===== config.mk =====
export PLATFORM = sky130hd
export DESIGN_NAME = drs_sequencer
export DESIGN_NICKNAME = d
export VERILOG_FILES = /design/src/design/drs_pkg.sv /design/src/design/drs_sequencer.sv
export SDC_FILE = /design/constraint.sdc
export NUM_CORES = 1
export LEC_CHECK = 0
export BUFFER_PORTS_ARGS = -buffer_cell sky130_fd_sc_hd__buf_2
export CELL_PAD_IN_SITES_DETAIL_PLACEMENT = 1
export CELL_PAD_IN_SITES_GLOBAL_PLACEMENT = 1
export CORE_UTILIZATION = 46
export DETAILED_ROUTE_END_ITERATION = 8
export PLACE_DENSITY = 0.86
export SLEW_MARGIN = 20
export SYNTH_ARGS = -nofsm -noshare
export SYNTH_HDL_FRONTEND = slang
export SYNTH_SLANG_ARGS = --single-unit

===== constraint.sdc =====
create_clock -name clock -period 4.1 [get_ports clock]
set_input_delay 0.41 -clock clock [delete_from_list [all_inputs] [get_ports clock]]
set_output_delay 0.41 -clock clock [all_outputs]
set_load 0.005 [all_outputs]

===== src/design/drs_pkg.sv =====
// Summary of operation
// RQ1 - Low pulses under 5us are ignored; pulses over 9us always cause full reset.
// RQ2 - Short spikes inside an accepted reset pulse are filtered the same way; the code rejects only a one-cycle high while held, two cycles release.
// RQ3 - After release, stored settings are reloaded from NVM, starting within 5ms; in sleep-out mode loading waits for drs_blank to end.
// RQ4 - Display blanks during reset; sleep-out reset runs blanking up to 120ms.
// RQ5 - Release completes within 5ms from sleep-in, 120ms from sleep-out; in sleep-out mode the 120ms count starts only after drs_blank ends.
// RQ6 - Host waits at least 5ms after release before any command.
// RQ7 - Host sends no sleep-out command until 120ms after release.
// RQ8 - Low time is counted on the internal clock; count clears when line returns high.
package drs_pkg;
  localparam int unsigned CLOCK_MHZ = 200;
  localparam int unsigned REJECT_US = 5;
  localparam int unsigned ACCEPT_US = 9;
  localparam int unsigned LOAD_START_MS = 5;
  localparam int unsigned SLEEP_IN_RELEASE_MS = 5;
  localparam int unsigned SLEEP_OUT_RELEASE_MS = 120;
  localparam int unsigned BLANK_MAX_MS = 120;
  // Acceptance sits between the two limits: 7us, safely inside the undefined band.
  localparam int unsigned ACCEPT_CYCLES = (REJECT_US + ACCEPT_US) * CLOCK_MHZ / 2;
  localparam int unsigned LOAD_START_CYCLES = LOAD_START_MS * 1000 * CLOCK_MHZ;
  localparam int unsigned SLEEP_IN_CYCLES = SLEEP_IN_RELEASE_MS * 1000 * CLOCK_MHZ;
  localparam int unsigned SLEEP_OUT_CYCLES = SLEEP_OUT_RELEASE_MS * 1000 * CLOCK_MHZ;
  localparam int unsigned BLANK_CYCLES = BLANK_MAX_MS * 1000 * CLOCK_MHZ;
  localparam int unsigned CNT_W = 26;

  typedef enum {drs_run, drs_blank, drs_held, drs_load, drs_wait} drs_state_t;

  typedef struct packed {
    logic in_reset;
    logic blank;
    logic loading;
    logic ready;
  } drs_status_t;
endpackage


===== src/design/drs_sequencer.sv =====
`timescale 1ns/1ps
`default_nettype none
module drs_sequencer #(
  parameter int unsigned ACCEPT_CYCLES = drs_pkg::ACCEPT_CYCLES,
  parameter int unsigned BLANK_CYCLES = drs_pkg::BLANK_CYCLES,
  parameter int unsigned LOAD_START_CYCLES = drs_pkg::LOAD_START_CYCLES,
  parameter int unsigned SLEEP_IN_CYCLES = drs_pkg::SLEEP_IN_CYCLES,
  parameter int unsigned SLEEP_OUT_CYCLES = drs_pkg::SLEEP_OUT_CYCLES,
  parameter int unsigned LOAD_CYCLES = 64
) (
  input wire logic clock,
  input wire logic rst,
  input wire logic hw_reset_n,
  input wire logic sleep_out_mode,
  input wire logic nvm_done,
  output drs_pkg::drs_status_t status,
  output logic nvm_load_start
);
  localparam int W = drs_pkg::CNT_W;
  logic [2:0] sync;
  logic [2:0] next_sync;
  logic next_line_lo;
  logic line_lo;
  logic [W-1:0] low_cnt;
  logic [W-1:0] next_low_cnt;
  logic [W-1:0] tmr;
  logic [W-1:0] next_tmr;
  logic [W-1:0] limit;
  logic [W-1:0] next_limit;
  logic low_ok;
  logic held_sleep_out;
  logic next_held_sleep_out;
  drs_pkg::drs_state_t state;
  drs_pkg::drs_state_t next_state;
  drs_pkg::drs_status_t next_status;
  logic next_nvm_load_start;

  // A change on the pin counts once the second and third stages agree.
  // Three stages cost a cycle of latency but keep a metastable first stage
  // away from the agreement test.
  always_comb
  begin
    next_sync = {sync[1:0], hw_reset_n};
    next_line_lo = line_lo;
    if (sync[1] == sync[2])
    begin
      next_line_lo = ~sync[2]; // see RQ2
    end
  end

  always_ff @(posedge clock)
  begin
    if (rst)
    begin
      sync <= 3'h7;
      line_lo <= 1'b0;
    end
    else
    begin
      sync <= next_sync;
      line_lo <= next_line_lo;
    end
  end

  // Low time is counted; any high on the filtered line clears it, so spikes never accumulate.
  always_comb
  begin
    next_low_cnt = low_cnt; // see RQ8
    if (!line_lo)
    begin
      next_low_cnt = '0; // see RQ8
    end
    else if (low_cnt < W'(ACCEPT_CYCLES))
    begin
      next_low_cnt = low_cnt + W'(1);
    end
  end
  assign low_ok = (low_cnt >= W'(ACCEPT_CYCLES)); // see RQ1

  // The counter has its own register group so the filter stays separable.
  always_ff @(posedge clock)
  begin
    if (rst)
    begin
      low_cnt <= '0;
    end
    else
    begin
      low_cnt <= next_low_cnt;
    end
  end

  always_comb
  begin
    next_state = state;
    next_tmr = tmr;
    next_limit = limit;
    next_held_sleep_out = held_sleep_out;
    next_nvm_load_start = 1'b0;
    unique case (state)
      drs_pkg::drs_run:
      begin
        if (low_ok) // see RQ1
        begin
          next_held_sleep_out = sleep_out_mode;
          next_tmr = '0;
          // Sleep-out needs the panel driven dark first; sleep-in is already dark.
          if (sleep_out_mode)
          begin
            next_state = drs_pkg::drs_blank; // see RQ4
          end
          else
          begin
            next_state = drs_pkg::drs_held; // see RQ4
          end
        end
      end
      drs_pkg::drs_blank:
      begin
        next_tmr = tmr + W'(1);
        if (tmr + W'(1) >= W'(BLANK_CYCLES))
        begin
          next_state = drs_pkg::drs_held; // see RQ4
        end
      end
      drs_pkg::drs_held:
      begin
        // A one-cycle high spike while held never reaches the filtered line; release
        // happens as soon as the second and third stages agree high.
        if (!line_lo) // see RQ2
        begin
          next_tmr = '0;
          if (held_sleep_out)
          begin
            next_limit = W'(SLEEP_OUT_CYCLES); // see RQ5
          end
          else
          begin
            next_limit = W'(SLEEP_IN_CYCLES); // see RQ5
          end
          next_nvm_load_start = 1'b1; // see RQ3
          next_state = drs_pkg::drs_load;
        end
      end
      drs_pkg::drs_load:
      begin
        next_tmr = tmr + W'(1);
        if (low_ok)
        begin
          next_tmr = '0;
          next_state = drs_pkg::drs_held;
        end
        else if (tmr + W'(1) >= W'(LOAD_START_CYCLES))
        begin
          // Loading must not outlive its start window even if the store hangs.
          next_state = drs_pkg::drs_wait; // see RQ3
        end
        else if (nvm_done || tmr + W'(1) >= W'(LOAD_CYCLES))
        begin
          next_state = drs_pkg::drs_wait; // see RQ3
        end
      end
      drs_pkg::drs_wait:
      begin
        next_tmr = tmr + W'(1);
        if (low_ok)
        begin
          next_tmr = '0;
          next_state = drs_pkg::drs_held;
        end
        else if (tmr + W'(1) >= limit)
        begin
          next_state = drs_pkg::drs_run; // see RQ5
        end
      end
    endcase
  end

  // Outputs follow the next state so they change on the same edge as the state.
  always_comb
  begin
    next_status.in_reset = (next_state != drs_pkg::drs_run);
    next_status.blank = (next_state == drs_pkg::drs_blank) || (next_state == drs_pkg::drs_held);
    next_status.loading = (next_state == drs_pkg::drs_load);
    next_status.ready = (next_state == drs_pkg::drs_run);
  end

  always_ff @(posedge clock)
  begin
    if (rst)
    begin
      tmr <= '0;
      limit <= '0;
      held_sleep_out <= 1'b0;
      state <= drs_pkg::drs_run;
    end
    else
    begin
      tmr <= next_tmr;
      limit <= next_limit;
      held_sleep_out <= next_held_sleep_out;
      state <= next_state;
    end
  end

  always_ff @(posedge clock)
  begin
    if (rst)
    begin
      status <= '{in_reset: 1'b0, blank: 1'b0, loading: 1'b0, ready: 1'b1};
      nvm_load_start <= 1'b0;
    end
    else
    begin
      status <= next_status;
      nvm_load_start <= next_nvm_load_start;
    end
  end
endmodule // drs_sequencer
`default_nettype wire


### After elaboration in Yosys (flattened, before gate mapping)

Index checks and enable logic that the tools add are counted.

| word-level totals | value |
|---|---|
| output and inout bits | 5 |
| word-level logic and storage cells | 60 |
| flip-flop bits (word level) | 120 |

| operators by class | value |
|---|---|
| $lt $le $gt $ge | 6 |
| equal/unequal tests | 10 |
| reduce and logical (&&, ||, !) cells | 11 |
| bitwise logic cells | 3 |
| multiplexer cells | 16 |
| $add $sub $neg | 2 |

Operators by type and width:

| cell | number |
|---|---|
| 2-to-1 mux 32 bit | 8 |
| one-hot mux 32 bit (5 select lines) | 1 |
| one-hot mux 26 bit (4 select lines) | 1 |
| equality test 32 x 2 -> 1 bit, second input constant | 3 |
| equality test 32 x 3 -> 1 bit, second input constant | 3 |
| 2-to-1 mux 26 bit | 3 |
| zero test 32 bit | 2 |
| adder 26 x 1 -> 26 bit, second input constant | 2 |
| equality test 32 x 1 -> 1 bit, second input constant | 1 |
| nonzero test 32 bit | 1 |
| >= comparator 26 x 11 -> 1 bit, second input constant | 1 |
| >= comparator 26 x 20 -> 1 bit, second input constant | 1 |
| >= comparator 26 x 25 -> 1 bit, second input constant | 1 |
| >= comparator 26 bit | 1 |
| >= comparator 26 x 7 -> 1 bit, second input constant | 1 |
| less-than comparator 26 x 11 -> 1 bit, second input constant | 1 |
| 2-to-1 mux 25 bit | 1 |
| AND reduction 2 bit | 3 |
| OR reduction 2 bit | 3 |
| != test 2 bit, second input constant | 2 |
| inverter 1 bit | 3 |
| logical OR 1 bit | 2 |
| 2-to-1 mux 2 bit | 1 |
| equality test 1 bit | 1 |
| 2-to-1 mux 1 bit | 1 |

### Logic depth before layout (Yosys ltp)

Gate-level depths: netlist of the first run.

| logic depth | value |
|---|---|
| word-level depth | 9 |
| mapped depth | 15 |
| mapped depth without buffers | 13 |

### Worst setup path before layout of the first run

No wires, ideal clock.

| timing path | value |
|---|---|
| path type | register -> register |
| from | register tmr[0] |
| to | register status[0] (netlist name) |
| library setup time | 0.116 ns |
| buffers on the path | 2 |
| period minus slack after synthesis | 3.298 ns |
| arrival time | 3.182 ns |
| path slack | 0.802 ns |
| cell stages (with the launch flop) | 16 |
| cell sequence | dfxtp_1 -> ha_1 -> buf_2 -> nand4_1 -> nor4_2 -> buf_4 -> nand3_1 -> xor2_1 -> inv_1 -> ha_1 -> a221oi_1 -> nand4b_1 -> a211oi_1 -> o211ai_1 -> a41o_1 -> a31o_2 |

| between the ends | value |
|---|---|
| longest elaborated chain between the ends | 8 |
| elaborated cells on any way between the ends | 14 |

RTL lines:

| what | line | source |
|---|---|---|
| start: declaration | drs_sequencer.sv:26 | `logic [W-1:0] tmr;` |
| start signal: assignment | drs_sequencer.sv:199 | `tmr <= next_tmr;` |
| adder 26 x 1 -> 26 bit * | n/a |  |
| >= comparator 26 x 7 -> 1 bit | drs_sequencer.sv:158 | `else if (nvm_done \|\| tmr + W'(1) >= W'(LOAD_CYCLES))` |
| logical OR 1 bit | drs_sequencer.sv:158 |  |
| 2-to-1 mux 32 bit | drs_sequencer.sv:158 |  |
| 2-to-1 mux 32 bit | drs_sequencer.sv:153 | `else if (tmr + W'(1) >= W'(LOAD_START_CYCLES))` |
| 2-to-1 mux 32 bit | drs_sequencer.sv:148 | `if (low_ok)` |
| one-hot mux 32 bit (5 select lines) * | drs_sequencer.sv:100 | `unique case (state)` |
| zero test 32 bit * | drs_sequencer.sv:185 | `next_status.ready = (next_state == drs_pkg::drs_run);` |
| end signal: assignment | drs_sequencer.sv:210 | `status <= '{in_reset: 1'b0, blank: 1'b0, loading: 1'b0, ready: 1'b1};` |
| end signal: assignment | drs_sequencer.sv:215 | `status <= next_status;` |
| end: declaration | drs_sequencer.sv:16 | `output drs_pkg::drs_status_t status,` |

Every way passes the cells marked *; elsewhere a longest branch is shown, timed or not.
A chain may end at the register's enable or synchronous reset.

### Worst setup path after layout of the first run

| timing path | value |
|---|---|
| from | register tmr[2] |
| to | register status[0] (netlist name) |

The elaborated chain is that of the path after synthesis.

==> qor.log, run 1 <==
[status] result of the run complete, no violations
[placement] routability congestion estimate from global placement 0.8653
[hold_path] kind of path behind the tightest hold check in2reg
[clock_tree] maximum buffer depth of the clock tree 2
[layout] count of nets after finishing 590
[detailed_routing] Detailed Route WL 13150 µm
[timing] Worst-Margin Slew 867.3 ps
[yosys] Main synth FF type sky130_fd_sc_hd__dfxtp_1
[power_and_ir_drop] internal power contribution 1.461 mW
[timing] number of max-slew violations in the final report 0
[detailed_routing] wire length per cell 18.55 µm
[floorplanning] Die X 106.4 µm
[floorplanning] initial core utilization 47.92%
[detailed_routing] Starting DRT DRC Count 281
[hold_path] terminating pin of the worst hold path sync[0]
[yosys] synthesized net count 607
[grt] number of antenna violations at the first check in global routing 0
[floorplanning] total core area 10460 µm²
[yosys] average size of a mapped cell 8.570 µm²
[placement] pre-CTS setup slack 273.8 ps
[clock_tree] cells resized by post-CTS repair 0
[timing] final worst-path cycle share 93.10%
[clock_tree] Post-CTS Setup Bufs 0
[critical_path] Critical R2R Launch tmr[2]
[timing] number of hold violations in the final report 0
[placement] Detail Placement HPWL 9216 µm
[hold_path] number of cells on the worst hold path 2
[critical_path] worst r2r dst status[0]
[critical_path] Critical Path, Cell by Cell nand4_4, nor4_4, nand3_1, xor2_2, inv_1, ha_1, a221oi_1, nand4b_1, a211oi_1, o211ai_1, a41o_1, a31o_2
[detailed_routing] iteration count of the initial detailed-routing pass 4
[floorplanning] total number of placement rows 37
[floorplanning] Die Footprint 11320 µm²
[critical_path] largest fanout on the critical path 12
[timing] Max-Slew Margin vs Limit 42.18%
[layout] Diodes inserted 0
[power_and_ir_drop] reported leakage power 2.055 nW
[timing] maximum clock frequency 262.0 MHz
[clock_tree] hold buffer count at CTS 0
[critical_path] combined buffer and inverter count along the critical path 1
[clock_tree] number of buffers added by the clock tree synthesis step 9
[floorplanning] vertical die dimension 106.4 µm
[grt] first-pass GRT wire length 21990 µm
[detailed_routing] residual antenna-violating net count after detailed routing 0
[timing] Final Critical Period 3817 ps
[critical_path] slowest cell on the critical path sky130_fd_sc_hd__dfxtp_1
[critical_path] Setup CP Type reg2reg
[yosys] area of the mapped netlist 5014 µm²
[hold_path] hold path startpoint hw_reset_n
[power_and_ir_drop] power density over the cells 420.2 nW/µm²
[yosys] Yosys warnings 0
[timing] worst clock skew on the final layout 10.12 ps
[timing] setup violators final 0
[timing] setup repair after global routing missed its margin false
[power_and_ir_drop] worst voltage drop across the vdd grid 0.0002328 V
[clock_tree] TritonCTS clock tree yes
[detailed_routing] number of remaining DRC errors 0
[critical_path] Arrival @ worst endpoint 4130 ps
[timing] minimum setup slack in the final design 283.0 ps
[clock_tree] Sink Count 97
[layout] ratio of cells with drive above 1 in the final layout 10.12%
[timing] setup total negative slack 0 ps
[power_and_ir_drop] combinational cell fraction of total power 22.8%
[critical_path] number of cell instances on the worst register-to-register path 12
[critical_path] endpoint kind of the worst setup timing path flop
[clock_tree] Max H-tree Level 3
[detailed_routing] via count 4232
[floorplanning] I/O pin cnt 10
[power_and_ir_drop] power dissipated by switching net loads 0.7689 mW
[critical_path] data required time at the worst endpoint 4410 ps
[power_and_ir_drop] clock network fraction of total power 31.3%
[yosys] EDFF count, synth 0
[power_and_ir_drop] share of total power consumed by net switching 34.48%
[clock_tree] clock transition at the registers of the reported paths 110 ps
[grt] Overall Global Routing Usage 25.03%
[power_and_ir_drop] portion of total power attributed to sequential cells 45.9%
[critical_path] critical path's top delay family compound AO/OA/AOI/OAI gates
[run] number of maximum-capacitance violations 0
[critical_path] slowest stage delay, CP 570 ps
[yosys] number of standard cells after synthesis 585
[grt] GRT Residual Overflow 0
[detailed_routing] via-per-instance ratio 5.969
[clock_tree] clock latency at the later pin of the worst-skew pair 410 ps
[yosys] Seq/Total Area, Yosys 38.73%
[grt] maximum number of pins on one net before global-route repair 46
[yosys] flops & latches, synth 97
[yosys] fraction of synthesis flops using an asynchronous set or reset pin 0%
[yosys] distinct cell type count of the synthesized netlist 65
[layout] Layout Area Growth over Synthesis 5.840%
[critical_path] Reg2Reg Setup Slack 280 ps
[placement] port buffer count 9
[clock_tree] buffer cell driving the clock tree root sky130_fd_sc_hd__clkbuf_8
[critical_path] Critical Path Start Type flop
[grt] vias in the first global route 4411
-- synthesized netlist by cell type (3+ instances only) --
| library cell | instances | area share, % |
|---|---|---|
| sky130_fd_sc_hd__o21ai_0 | 23 | 2.3 |
| sky130_fd_sc_hd__nor3_1 | 11 | 1.1 |
| sky130_fd_sc_hd__o31a_1 | 3 | 0.52 |
| sky130_fd_sc_hd__nor2_1 | 65 | 4.9 |
| sky130_fd_sc_hd__o21a_1 | 4 | 0.60 |
| sky130_fd_sc_hd__nand4_1 | 22 | 2.7 |
| sky130_fd_sc_hd__xor2_1 | 14 | 2.4 |
| sky130_fd_sc_hd__buf_4 | 3 | 0.45 |
| sky130_fd_sc_hd__and4_1 | 4 | 0.70 |
| sky130_fd_sc_hd__nand3_1 | 19 | 1.9 |
| sky130_fd_sc_hd__mux2i_1 | 3 | 0.60 |
| sky130_fd_sc_hd__a311oi_1 | 3 | 0.52 |
| sky130_fd_sc_hd__dfxtp_1 | 97 | 39 |
| sky130_fd_sc_hd__nand2_1 | 28 | 2.1 |
| sky130_fd_sc_hd__or4_1 | 3 | 0.45 |
| sky130_fd_sc_hd__a21oi_1 | 29 | 2.9 |
| sky130_fd_sc_hd__and2_1 | 49 | 6.1 |
| sky130_fd_sc_hd__inv_1 | 20 | 1.5 |
| sky130_fd_sc_hd__ha_1 | 17 | 4.2 |
| sky130_fd_sc_hd__clkbuf_1 | 26 | 1.9 |
| sky130_fd_sc_hd__a31oi_1 | 4 | 0.50 |
| sky130_fd_sc_hd__and3_1 | 10 | 1.2 |
| sky130_fd_sc_hd__a22oi_1 | 11 | 1.6 |
| sky130_fd_sc_hd__or2_2 | 5 | 0.62 |
| sky130_fd_sc_hd__buf_2 | 10 | 1.0 |
| sky130_fd_sc_hd__nor4_1 | 16 | 2.0 |
| sky130_fd_sc_hd__o211ai_1 | 5 | 0.75 |
| sky130_fd_sc_hd__or3_1 | 11 | 1.4 |
| sky130_fd_sc_hd__nand3b_1 | 4 | 0.60 |
| sky130_fd_sc_hd__xnor2_1 | 14 | 2.4 |
-- area by class of cell --
type,count,area [µm²]
Inverter,20,75.07
Tap cell,136,170.2
Clock buffer,9,123.9
Sequential cell,97,1942
Clock inverter,7,100.1
Multi-Input combinational cell,427,2820
Fill cell,1260,5156
Timing Repair Buffer,13,75.07
-- metal layers --
layer | up-vias | part of all wire (%) | global-route usage, %
met1 | 2080 | 44 | 30.32
met4 | 0 | 3.2 | 13.69
met5 | - | 0 | 0
met3 | 29 | 3.3 | 4.598
met2 | 77 | 49 | 41.74
li1 | 2046 | - | -
-- logic make-up (layout without fill, tap and decap cells) --
family / Yosys count / in the layout / share of synthesized area [%]
and+or+nand+nor: 271 / 271 / 31.47
adders and majority gates: 17 / 17 / 4.242
muxes: 5 / 5 / 1.048
xor gates and xnor gates: 29 / 29 / 5.216
buffers and inverters: 61 / 49 / 5.341
DFF: 97 / 97 / 38.73
AOI/OAI and AO/OA: 105 / 105 / 13.95
-- placed cells by master, fill, tap and decap left out, drive strengths merged, types with 13 or more instances in the layout --
master,synthesis,routed
nand2,28,28
ha,17,17
nor2,66,66
nor3,13,13
inv,20,22
nand4,24,24
xnor2,15,15
xor2,14,14
nand3,20,20
a21oi,29,29
dfxtp,97,97
nor4,19,19
and2,49,49
o21ai,25,25
buf,15,13
-- worst max-delay path by stage --
| stage | from | to | slack, ps | depth (start not counted) |
|---|---|---|---|---|
| finish | tmr[2] | status[0] | 280 | 12 |
| CTS | tmr[2] | status[0] | 230 | 12 |
| floorplan | tmr[0] | status[0] | 800 | 15 |
| global placement | tmr[2] | status[0] | 510 | 12 |
| global route | tmr[2] | status[0] | 0.2 | 12 |
| detailed placement | tmr[2] | status[0] | 270 | 12 |
-- registers in the layout (all words and copies together) (netlist names) --
register,flops
held_sleep_out,1
limit,3
line_lo,1
low_cnt,26
nvm_load_start,1
state,32
status,4
sync,3
tmr,26
-- through the flow --
step / power [mW] / util [%] / instances / area, µm² / hold slack, ps
after global routing: 2.339 / 50.72 / 709 / 5306 / 207.9
after CTS: 2.240 / 50.56 / 709 / 5290 / 185.3
after detailed placement: 1.542 / 48.42 / 693 / 5066 / 411.1
after global placement: 1.518 / 48.42 / 693 / 5066 / 398.9
after floorplan: 1.385 / - / 585 / 5014 / 389.5
final: 2.230 / 50.72 / 709 / 5306 / 199.0
-- power by group through the flow --
| stage | clock, mW | sequential [mW] | combinational (mW) |
|---|---|---|---|
| after global routing | 0.752 | 1.03 | 0.554 |
| after floorplan | 0 | 1.03 | 0.359 |
| after CTS | 0.714 | 1.02 | 0.502 |
| final | 0.697 | 1.02 | 0.509 |
| after detailed placement | 0 | 1.04 | 0.497 |
| after global placement | 0 | 1.04 | 0.474 |
Note: power is estimated with default switching activity, not from simulation.
==> run 2, diff against run 1 <==
CORE_UTILIZATION = 52   (was 46)
PLACE_DENSITY = 0.95   (was 0.86)
clock period = 4.79 ns   (was 4.1 ns; I/O delays follow)
==> run 2 against run 1 <==
  * Wire length rose by 6.3%
  * Register-to-register slack better by 390 ps
  * Hold slack improved by 120 ps
  * Via count up 3.8%
  * Critical path depth unchanged
  * Clock power is 16% lower
  * Highest routed layer unchanged
==> qor.log, run 2 (synthesized netlist as in run 1, its figures left out) <==
[status] result of the run complete, no violations
[power_and_ir_drop] power dissipated by switching net loads 0.6586 mW
[critical_path] slowest stage delay, CP 590 ps
[detailed_routing] Starting DRT DRC Count 276
[clock_tree] clock latency at the later pin of the worst-skew pair 390 ps
[layout] Biggest register state
[placement] area after detailed placement 5050 µm²
[clock_tree] Max H-tree Level 3
[layout] most used cells in the layout excluding fill and tap cells 97 x sky130_fd_sc_hd__dfxtp_1, 64 x sky130_fd_sc_hd__nor2_1, 49 x sky130_fd_sc_hd__and2_1
[grt] met3 track demand over resource in global routing 5.014%
[critical_path] endpoint kind of the worst setup timing path flop
[timing] number of hold violations in the final report 0
[grt] maximum number of pins on one net before global-route repair 46
[critical_path] Critical Path, Cell by Cell nand3_2, nor4_4, nand3_1, xor2_1, inv_1, ha_1, a221oi_1, nand4b_1, a211oi_1, o211ai_1, and2_1, a311oi_1
[grt] met2 global-route usage 49.16%
[detailed_routing] via count 4393
[critical_path] Setup CP Type reg2reg
[grt] vias in the first global route 4502
[floorplanning] vertical die dimension 100.2 µm
[power_and_ir_drop] combinational cell fraction of total power 23.2%
[grt] first-pass GRT wire length 22830 µm
[floorplanning] initial core utilization 54.00%
[floorplanning] Die X 100.2 µm
[run] number of maximum-capacitance violations 0
[critical_path] largest fanout on the critical path 13
[power_and_ir_drop] Tot Pwr 1.907 mW
[timing] Max-Slew Margin vs Limit 41.89%
[power_and_ir_drop] internal power contribution 1.249 mW
[timing] maximum clock frequency 243.1 MHz
[power_and_ir_drop] portion of total power attributed to sequential cells 46.0%
[timing] setup repair after global routing missed its margin false
[critical_path] Reg2Reg Setup Slack 680 ps
[clock_tree] Post-CTS Setup Bufs 0
[critical_path] number of cell instances on the worst register-to-register path 12
[detailed_routing] wire length per cell 19.94 µm
[clock_tree] number of buffers added by the clock tree synthesis step 9
[critical_path] Critical R2R Launch tmr[4]
[power_and_ir_drop] share of total power consumed by net switching 34.53%
[placement] port buffer count 9
[critical_path] Arrival @ worst endpoint 4400 ps
[clock_tree] Sink Count 97
[layout] number of standard cells in the final layout excluding fillers 701
[detailed_routing] iteration count of the initial detailed-routing pass 5
[layout] ratio of cells with drive above 1 in the final layout 9.441%
[clock_tree] buffer cell driving the clock tree root sky130_fd_sc_hd__clkbuf_8
[floorplanning] I/O pin cnt 10
[detailed_routing] via-per-instance ratio 6.267
[grt] global-route met1 utilization 35.16%
[critical_path] slowest cell on the critical path sky130_fd_sc_hd__dfxtp_1
[placement] post-placement cell count 685
[grt] GRT Residual Overflow 0
[hold_path] hold path startpoint hw_reset_n
[placement] Detail Placement HPWL 9407 µm
[clock_tree] TritonCTS clock tree yes
[clock_tree] clock transition at the registers of the reported paths 110 ps
[detailed_routing] residual antenna-violating net count after detailed routing 0
[clock_tree] cells resized by post-CTS repair 0
[detailed_routing] Detailed Route WL 13980 µm
[critical_path] Critical Path Start Type flop
[grt] global route hottest layer met2
[critical_path] Stages on worst setup path 12
[timing] setup violators final 0
[clock_tree] hold buffer count at CTS 0
[layout] flip-flop count of the largest register, all copies and words added 32
[timing] worst clock skew on the final layout 14.70 ps
[grt] Overall Global Routing Usage 29.12%
[floorplanning] total number of placement rows 35
[layout] Post-Layout Inst Area 5269 µm²
[timing] Worst-Margin Slew 871.6 ps
[critical_path] timing startpoint of the critical path tmr[4]
[grt] number of antenna violations at the first check in global routing 0
[layout] Diodes inserted 0
[layout] count of nets after finishing 589
[timing] setup total negative slack 0 ps
[timing] final worst-path cycle share 85.89%
[critical_path] critical path endpoint state[4]
[power_and_ir_drop] reported leakage power 2.049 nW
[floorplanning] total core area 9284 µm²
[timing] number of max-slew violations in the final report 0
[layout] Top Registers state: 32 flops, low_cnt: 26 flops, tmr: 26 flops
[timing] Final Critical Period 4114 ps
[critical_path] worst r2r dst state[4]
[power_and_ir_drop] power density over the cells 362.0 nW/µm²
[placement] routability congestion estimate from global placement 0.9140
[power_and_ir_drop] clock network fraction of total power 30.8%
[layout] leading cell type in the layout, fill and taps excluded sky130_fd_sc_hd__dfxtp_1
[critical_path] combined buffer and inverter count along the critical path 1
[floorplanning] Die Footprint 10040 µm²
[critical_path] data required time at the worst endpoint 5070 ps
[detailed_routing] number of remaining DRC errors 0
[power_and_ir_drop] worst voltage drop across the vdd grid 0.0001867 V
[hold_path] kind of path behind the tightest hold check in2reg
[clock_tree] maximum buffer depth of the clock tree 2
[layout] Layout Area Growth over Synthesis 5.091%
[critical_path] critical path's top delay family simple AND/OR/NAND/NOR gates
==> run 2: changes by cell type in the layout (fill, tap and decap cells not counted), sizes merged <==
cell    delta
buf        -1
inv        +2
clkinv     -2
==> run 2: area by class of cell <==
class	instances	area [µm²]
Timing Repair Buffer	12	67.56
Clock inverter	7	92.59
Inverter	20	75.07
Multi-Input combinational cell	427	2806
Sequential cell	97	1942
Fill cell	1120	4015
Clock buffer	9	123.9
Tap cell	129	161.4
==> run 2: how the worst min path moves through the flow <==
stage / end / slack [ps] / cells past startpoint
2_1_floorplan: sync[1] / 390 / 1
3_3_place_gp: sync[1] / 390 / 1
3_5_place_dp: sync[1] / 410 / 1
4_1_cts: sync[0] / 310 / 2
5_1_grt: sync[0] / 300 / 2
6_report: sync[0] / 320 / 2
==> run 2: power by group through the flow <==
stage,combinational [mW],sequential (mW),clock (mW)
6_report,0.443,0.877,0.587
5_1_grt,0.474,0.882,0.634
4_1_cts,0.434,0.875,0.599
3_5_place_dp,0.421,0.894,0
3_3_place_gp,0.402,0.893,0
2_1_floorplan,0.307,0.878,0
==> run 2: routing by layer <==
layer  routed length, µm  part of all wire, %  up-vias
li1                    -                    -     2039
met1                5823                   42     2143
met2                6920                   50      163
met3                 717                  5.1       48
met4                 514                  3.7        0
met5                   0                    0        -
==> run 2: through the flow <==
stage	setup WS (ps)	utilization [%]	hold slack (ps)
finish	676.1	56.75	319.3
global route	384.7	56.75	298.7
CTS	735.5	56.73	305.9
detailed placement	874.7	54.39	406.5
global placement	1133	54.39	391.1
floorplan	1492	-	389.5
==> run 2: worst register-to-register path, stage by stage (launching register included) <==
cell	delay, ps
sky130_fd_sc_hd__dfxtp_1	590
sky130_fd_sc_hd__nand3_2	340
sky130_fd_sc_hd__nor4_4	490
sky130_fd_sc_hd__nand3_1	160
sky130_fd_sc_hd__xor2_1	400
sky130_fd_sc_hd__inv_1	130
sky130_fd_sc_hd__ha_1	340
sky130_fd_sc_hd__a221oi_1	340
sky130_fd_sc_hd__nand4b_1	160
sky130_fd_sc_hd__a211oi_1	280
sky130_fd_sc_hd__o211ai_1	220
sky130_fd_sc_hd__and2_1	260
sky130_fd_sc_hd__a311oi_1	330
==> run 3, diff against run 2 <==
CORE_UTILIZATION = 48   (was 52)
CTS_CLUSTER_SIZE = 10   (was default)
GPL_TIMING_DRIVEN = 0   (was default)
PLACE_DENSITY = 0.89   (was 0.95)
clock period = 4.7 ns   (was 4.79 ns; I/O delays follow)
==> run 3 against run 2 <==
  * Total power up 2.2%
  * Fmax is 0.23% lower
  * Largest power group unchanged
  * Sequential power about the same
  * Global-route usage fell by 2.8 points
  * Wire length decreased by 2.1%
  * Clock skew decreased by 5.0 ps
==> qor.log, run 3 (synthesized netlist as in run 1, its figures left out) <==
[clock_tree] clock latency at the later pin of the worst-skew pair 370 ps
[detailed_routing] number of remaining DRC errors 0
[critical_path] Setup CP Type reg2reg
[layout] Top Registers state: 32 flops, low_cnt: 26 flops, tmr: 26 flops
[layout] Biggest register state
[floorplanning] total core area 9955 µm²
[grt] number of antenna violations at the first check in global routing 0
[layout] Diodes inserted 0
[timing] setup violators final 0
[clock_tree] TritonCTS clock tree yes
[floorplanning] initial core utilization 50.36%
[status] result of the run complete, no violations
[critical_path] number of cell instances on the worst register-to-register path 13
[grt] met2 global-route usage 46.48%
[critical_path] largest fanout on the critical path 10
[hold_path] kind of path behind the tightest hold check in2reg
[detailed_routing] residual antenna-violating net count after detailed routing 0
[grt] first-pass GRT wire length 22920 µm
[floorplanning] vertical die dimension 104.2 µm
[power_and_ir_drop] power density over the cells 359.3 nW/µm²
[layout] Layout Area Growth over Synthesis 8.211%
[clock_tree] number of buffers added by the clock tree synthesis step 9
[grt] global route hottest layer met2
[detailed_routing] iteration count of the initial detailed-routing pass 5
[detailed_routing] Detailed Route WL 13680 µm
[timing] number of max-slew violations in the final report 0
[floorplanning] I/O pin cnt 10
[timing] maximum clock frequency 242.5 MHz
[layout] count of nets after finishing 626
[grt] maximum number of pins on one net before global-route repair 16
[grt] met3 track demand over resource in global routing 5.952%
[placement] pre-CTS setup slack 709.4 ps
[layout] flip-flop count of the largest register, all copies and words added 32
[placement] routability congestion estimate from global placement 0.9130
[layout] most used cells in the layout excluding fill and tap cells 97 x sky130_fd_sc_hd__dfxtp_1, 65 x sky130_fd_sc_hd__nor2_1, 49 x sky130_fd_sc_hd__and2_1
[clock_tree] clock transition at the registers of the reported paths 90 ps
[clock_tree] Sink Count 97
[grt] global-route met1 utilization 31.16%
[clock_tree] Post-CTS Setup Bufs 0
[hold_path] number of cells on the worst hold path 2
[clock_tree] cells resized by post-CTS repair 0
[clock_tree] hold buffer count at CTS 0
[clock_tree] maximum buffer depth of the clock tree 2
[placement] port buffer count 8
[critical_path] Critical Path Start Type flop
[timing] number of hold violations in the final report 0
[timing] Worst-Margin Slew 855.5 ps
[detailed_routing] via count 4377
[critical_path] data required time at the worst endpoint 4960 ps
[grt] GRT Residual Overflow 0
[timing] Max-Slew Margin vs Limit 42.44%
[timing] setup repair after global routing missed its margin false
[placement] post-placement cell count 726
[power_and_ir_drop] reported leakage power 2.133 nW
[grt] Overall Global Routing Usage 26.33%
[placement] Detail Placement HPWL 10080 µm
[timing] final worst-path cycle share 87.73%
[floorplanning] Die X 104.2 µm
[layout] ratio of cells with drive above 1 in the final layout 10.21%
[layout] number of standard cells in the final layout excluding fillers 740
[timing] setup total negative slack 0 ps
[detailed_routing] via-per-instance ratio 5.915
[floorplanning] Die Footprint 10860 µm²
[layout] leading cell type in the layout, fill and taps excluded sky130_fd_sc_hd__dfxtp_1
[timing] worst clock skew on the final layout 9.744 ps
[floorplanning] total number of placement rows 36
[power_and_ir_drop] worst voltage drop across the vdd grid 0.0001818 V
[critical_path] Arrival @ worst endpoint 4380 ps
[clock_tree] Max H-tree Level 3
[detailed_routing] wire length per cell 18.49 µm
[critical_path] endpoint kind of the worst setup timing path flop
[timing] minimum setup slack in the final design 576.6 ps
[detailed_routing] Starting DRT DRC Count 264
[timing] Final Critical Period 4123 ps
[run] number of maximum-capacitance violations 0
[grt] vias in the first global route 4579
[clock_tree] buffer cell driving the clock tree root sky130_fd_sc_hd__clkbuf_8
## run 3: cell count changes in the layout (fill, tap and decap cells not counted), sizes merged
cell and delta:
inv -3, buf +11, bufinv +1, clkbuf +26
clkinv -1, clkinvlp +1
## run 3: routing by layer
layer	part of all wire [%]	routed length (µm)	vias to the layer above
li1	-	-	2111
met4	2.6	360	0
met3	4.2	581	27
met1	43	5885	2151
met5	0	0	-
met2	50	6854	88
## run 3: where the power goes
part / total [mW] / switching (mW) / internal [mW] / leakage [nW]
Clock: 0.577 / 0.283 / 0.295 / 0.102
Sequential: 0.879 / 0.0235 / 0.856 / 0.783
Combinational: 0.492 / 0.331 / 0.161 / 1.25
Total: 1.95 / 0.637 / 1.31 / 2.13
## run 3: cell type report
| cell class | instances | area [µm²] |
|---|---|---|
| fillers | 1213 | 4529 |
| multi-input cells | 427 | 2804 |
| flip-flops and latches | 97 | 1942 |
| plain buffers | 41 | 192.7 |
| well taps | 133 | 166.4 |
| clock buffers | 9 | 123.9 |
| clock inverters | 5 | 81.33 |
| inverters | 20 | 75.07 |
| repair buffers | 8 | 40.04 |
## run 3: stage by stage
| stage | total power, mW | hold slack, ps | util (%) | area [µm²] |
|---|---|---|---|---|
| after detailed placement | 1.374 | 397.5 | 52.44 | 5220 |
| after global routing | 2.036 | 279.4 | 54.50 | 5425 |
| after CTS | 1.957 | 270.3 | 54.50 | 5425 |
| after global placement | 1.342 | 391.0 | 52.44 | 5220 |
| final | 1.949 | 280.7 | 54.50 | 5425 |
| after floorplan | 1.208 | 389.5 | - | 5014 |
## run 3: worst max-delay path, cell delays in order (launching register included)
cell	delay, ps
sky130_fd_sc_hd__dfxtp_1	510
sky130_fd_sc_hd__nand4_4	170
sky130_fd_sc_hd__buf_2	230
sky130_fd_sc_hd__nor4_4	400
sky130_fd_sc_hd__nand3_1	150
sky130_fd_sc_hd__xor2_1	450
sky130_fd_sc_hd__inv_1	130
sky130_fd_sc_hd__ha_1	340
sky130_fd_sc_hd__a221oi_1	310
sky130_fd_sc_hd__nand4b_1	140
sky130_fd_sc_hd__a211oi_1	360
sky130_fd_sc_hd__o211ai_1	220
sky130_fd_sc_hd__and2_1	260
sky130_fd_sc_hd__a311oi_1	340
## run 3: path summary, 6_finish.rpt
check                           slack [ps]         to       start
worst max register to register         580  state[13]      tmr[0]
worst min register to register         420    sync[1]     sync[0]
worst max-delay path                   580  state[13]      tmr[0]
worst min-delay path                   280    sync[0]  hw_reset_n
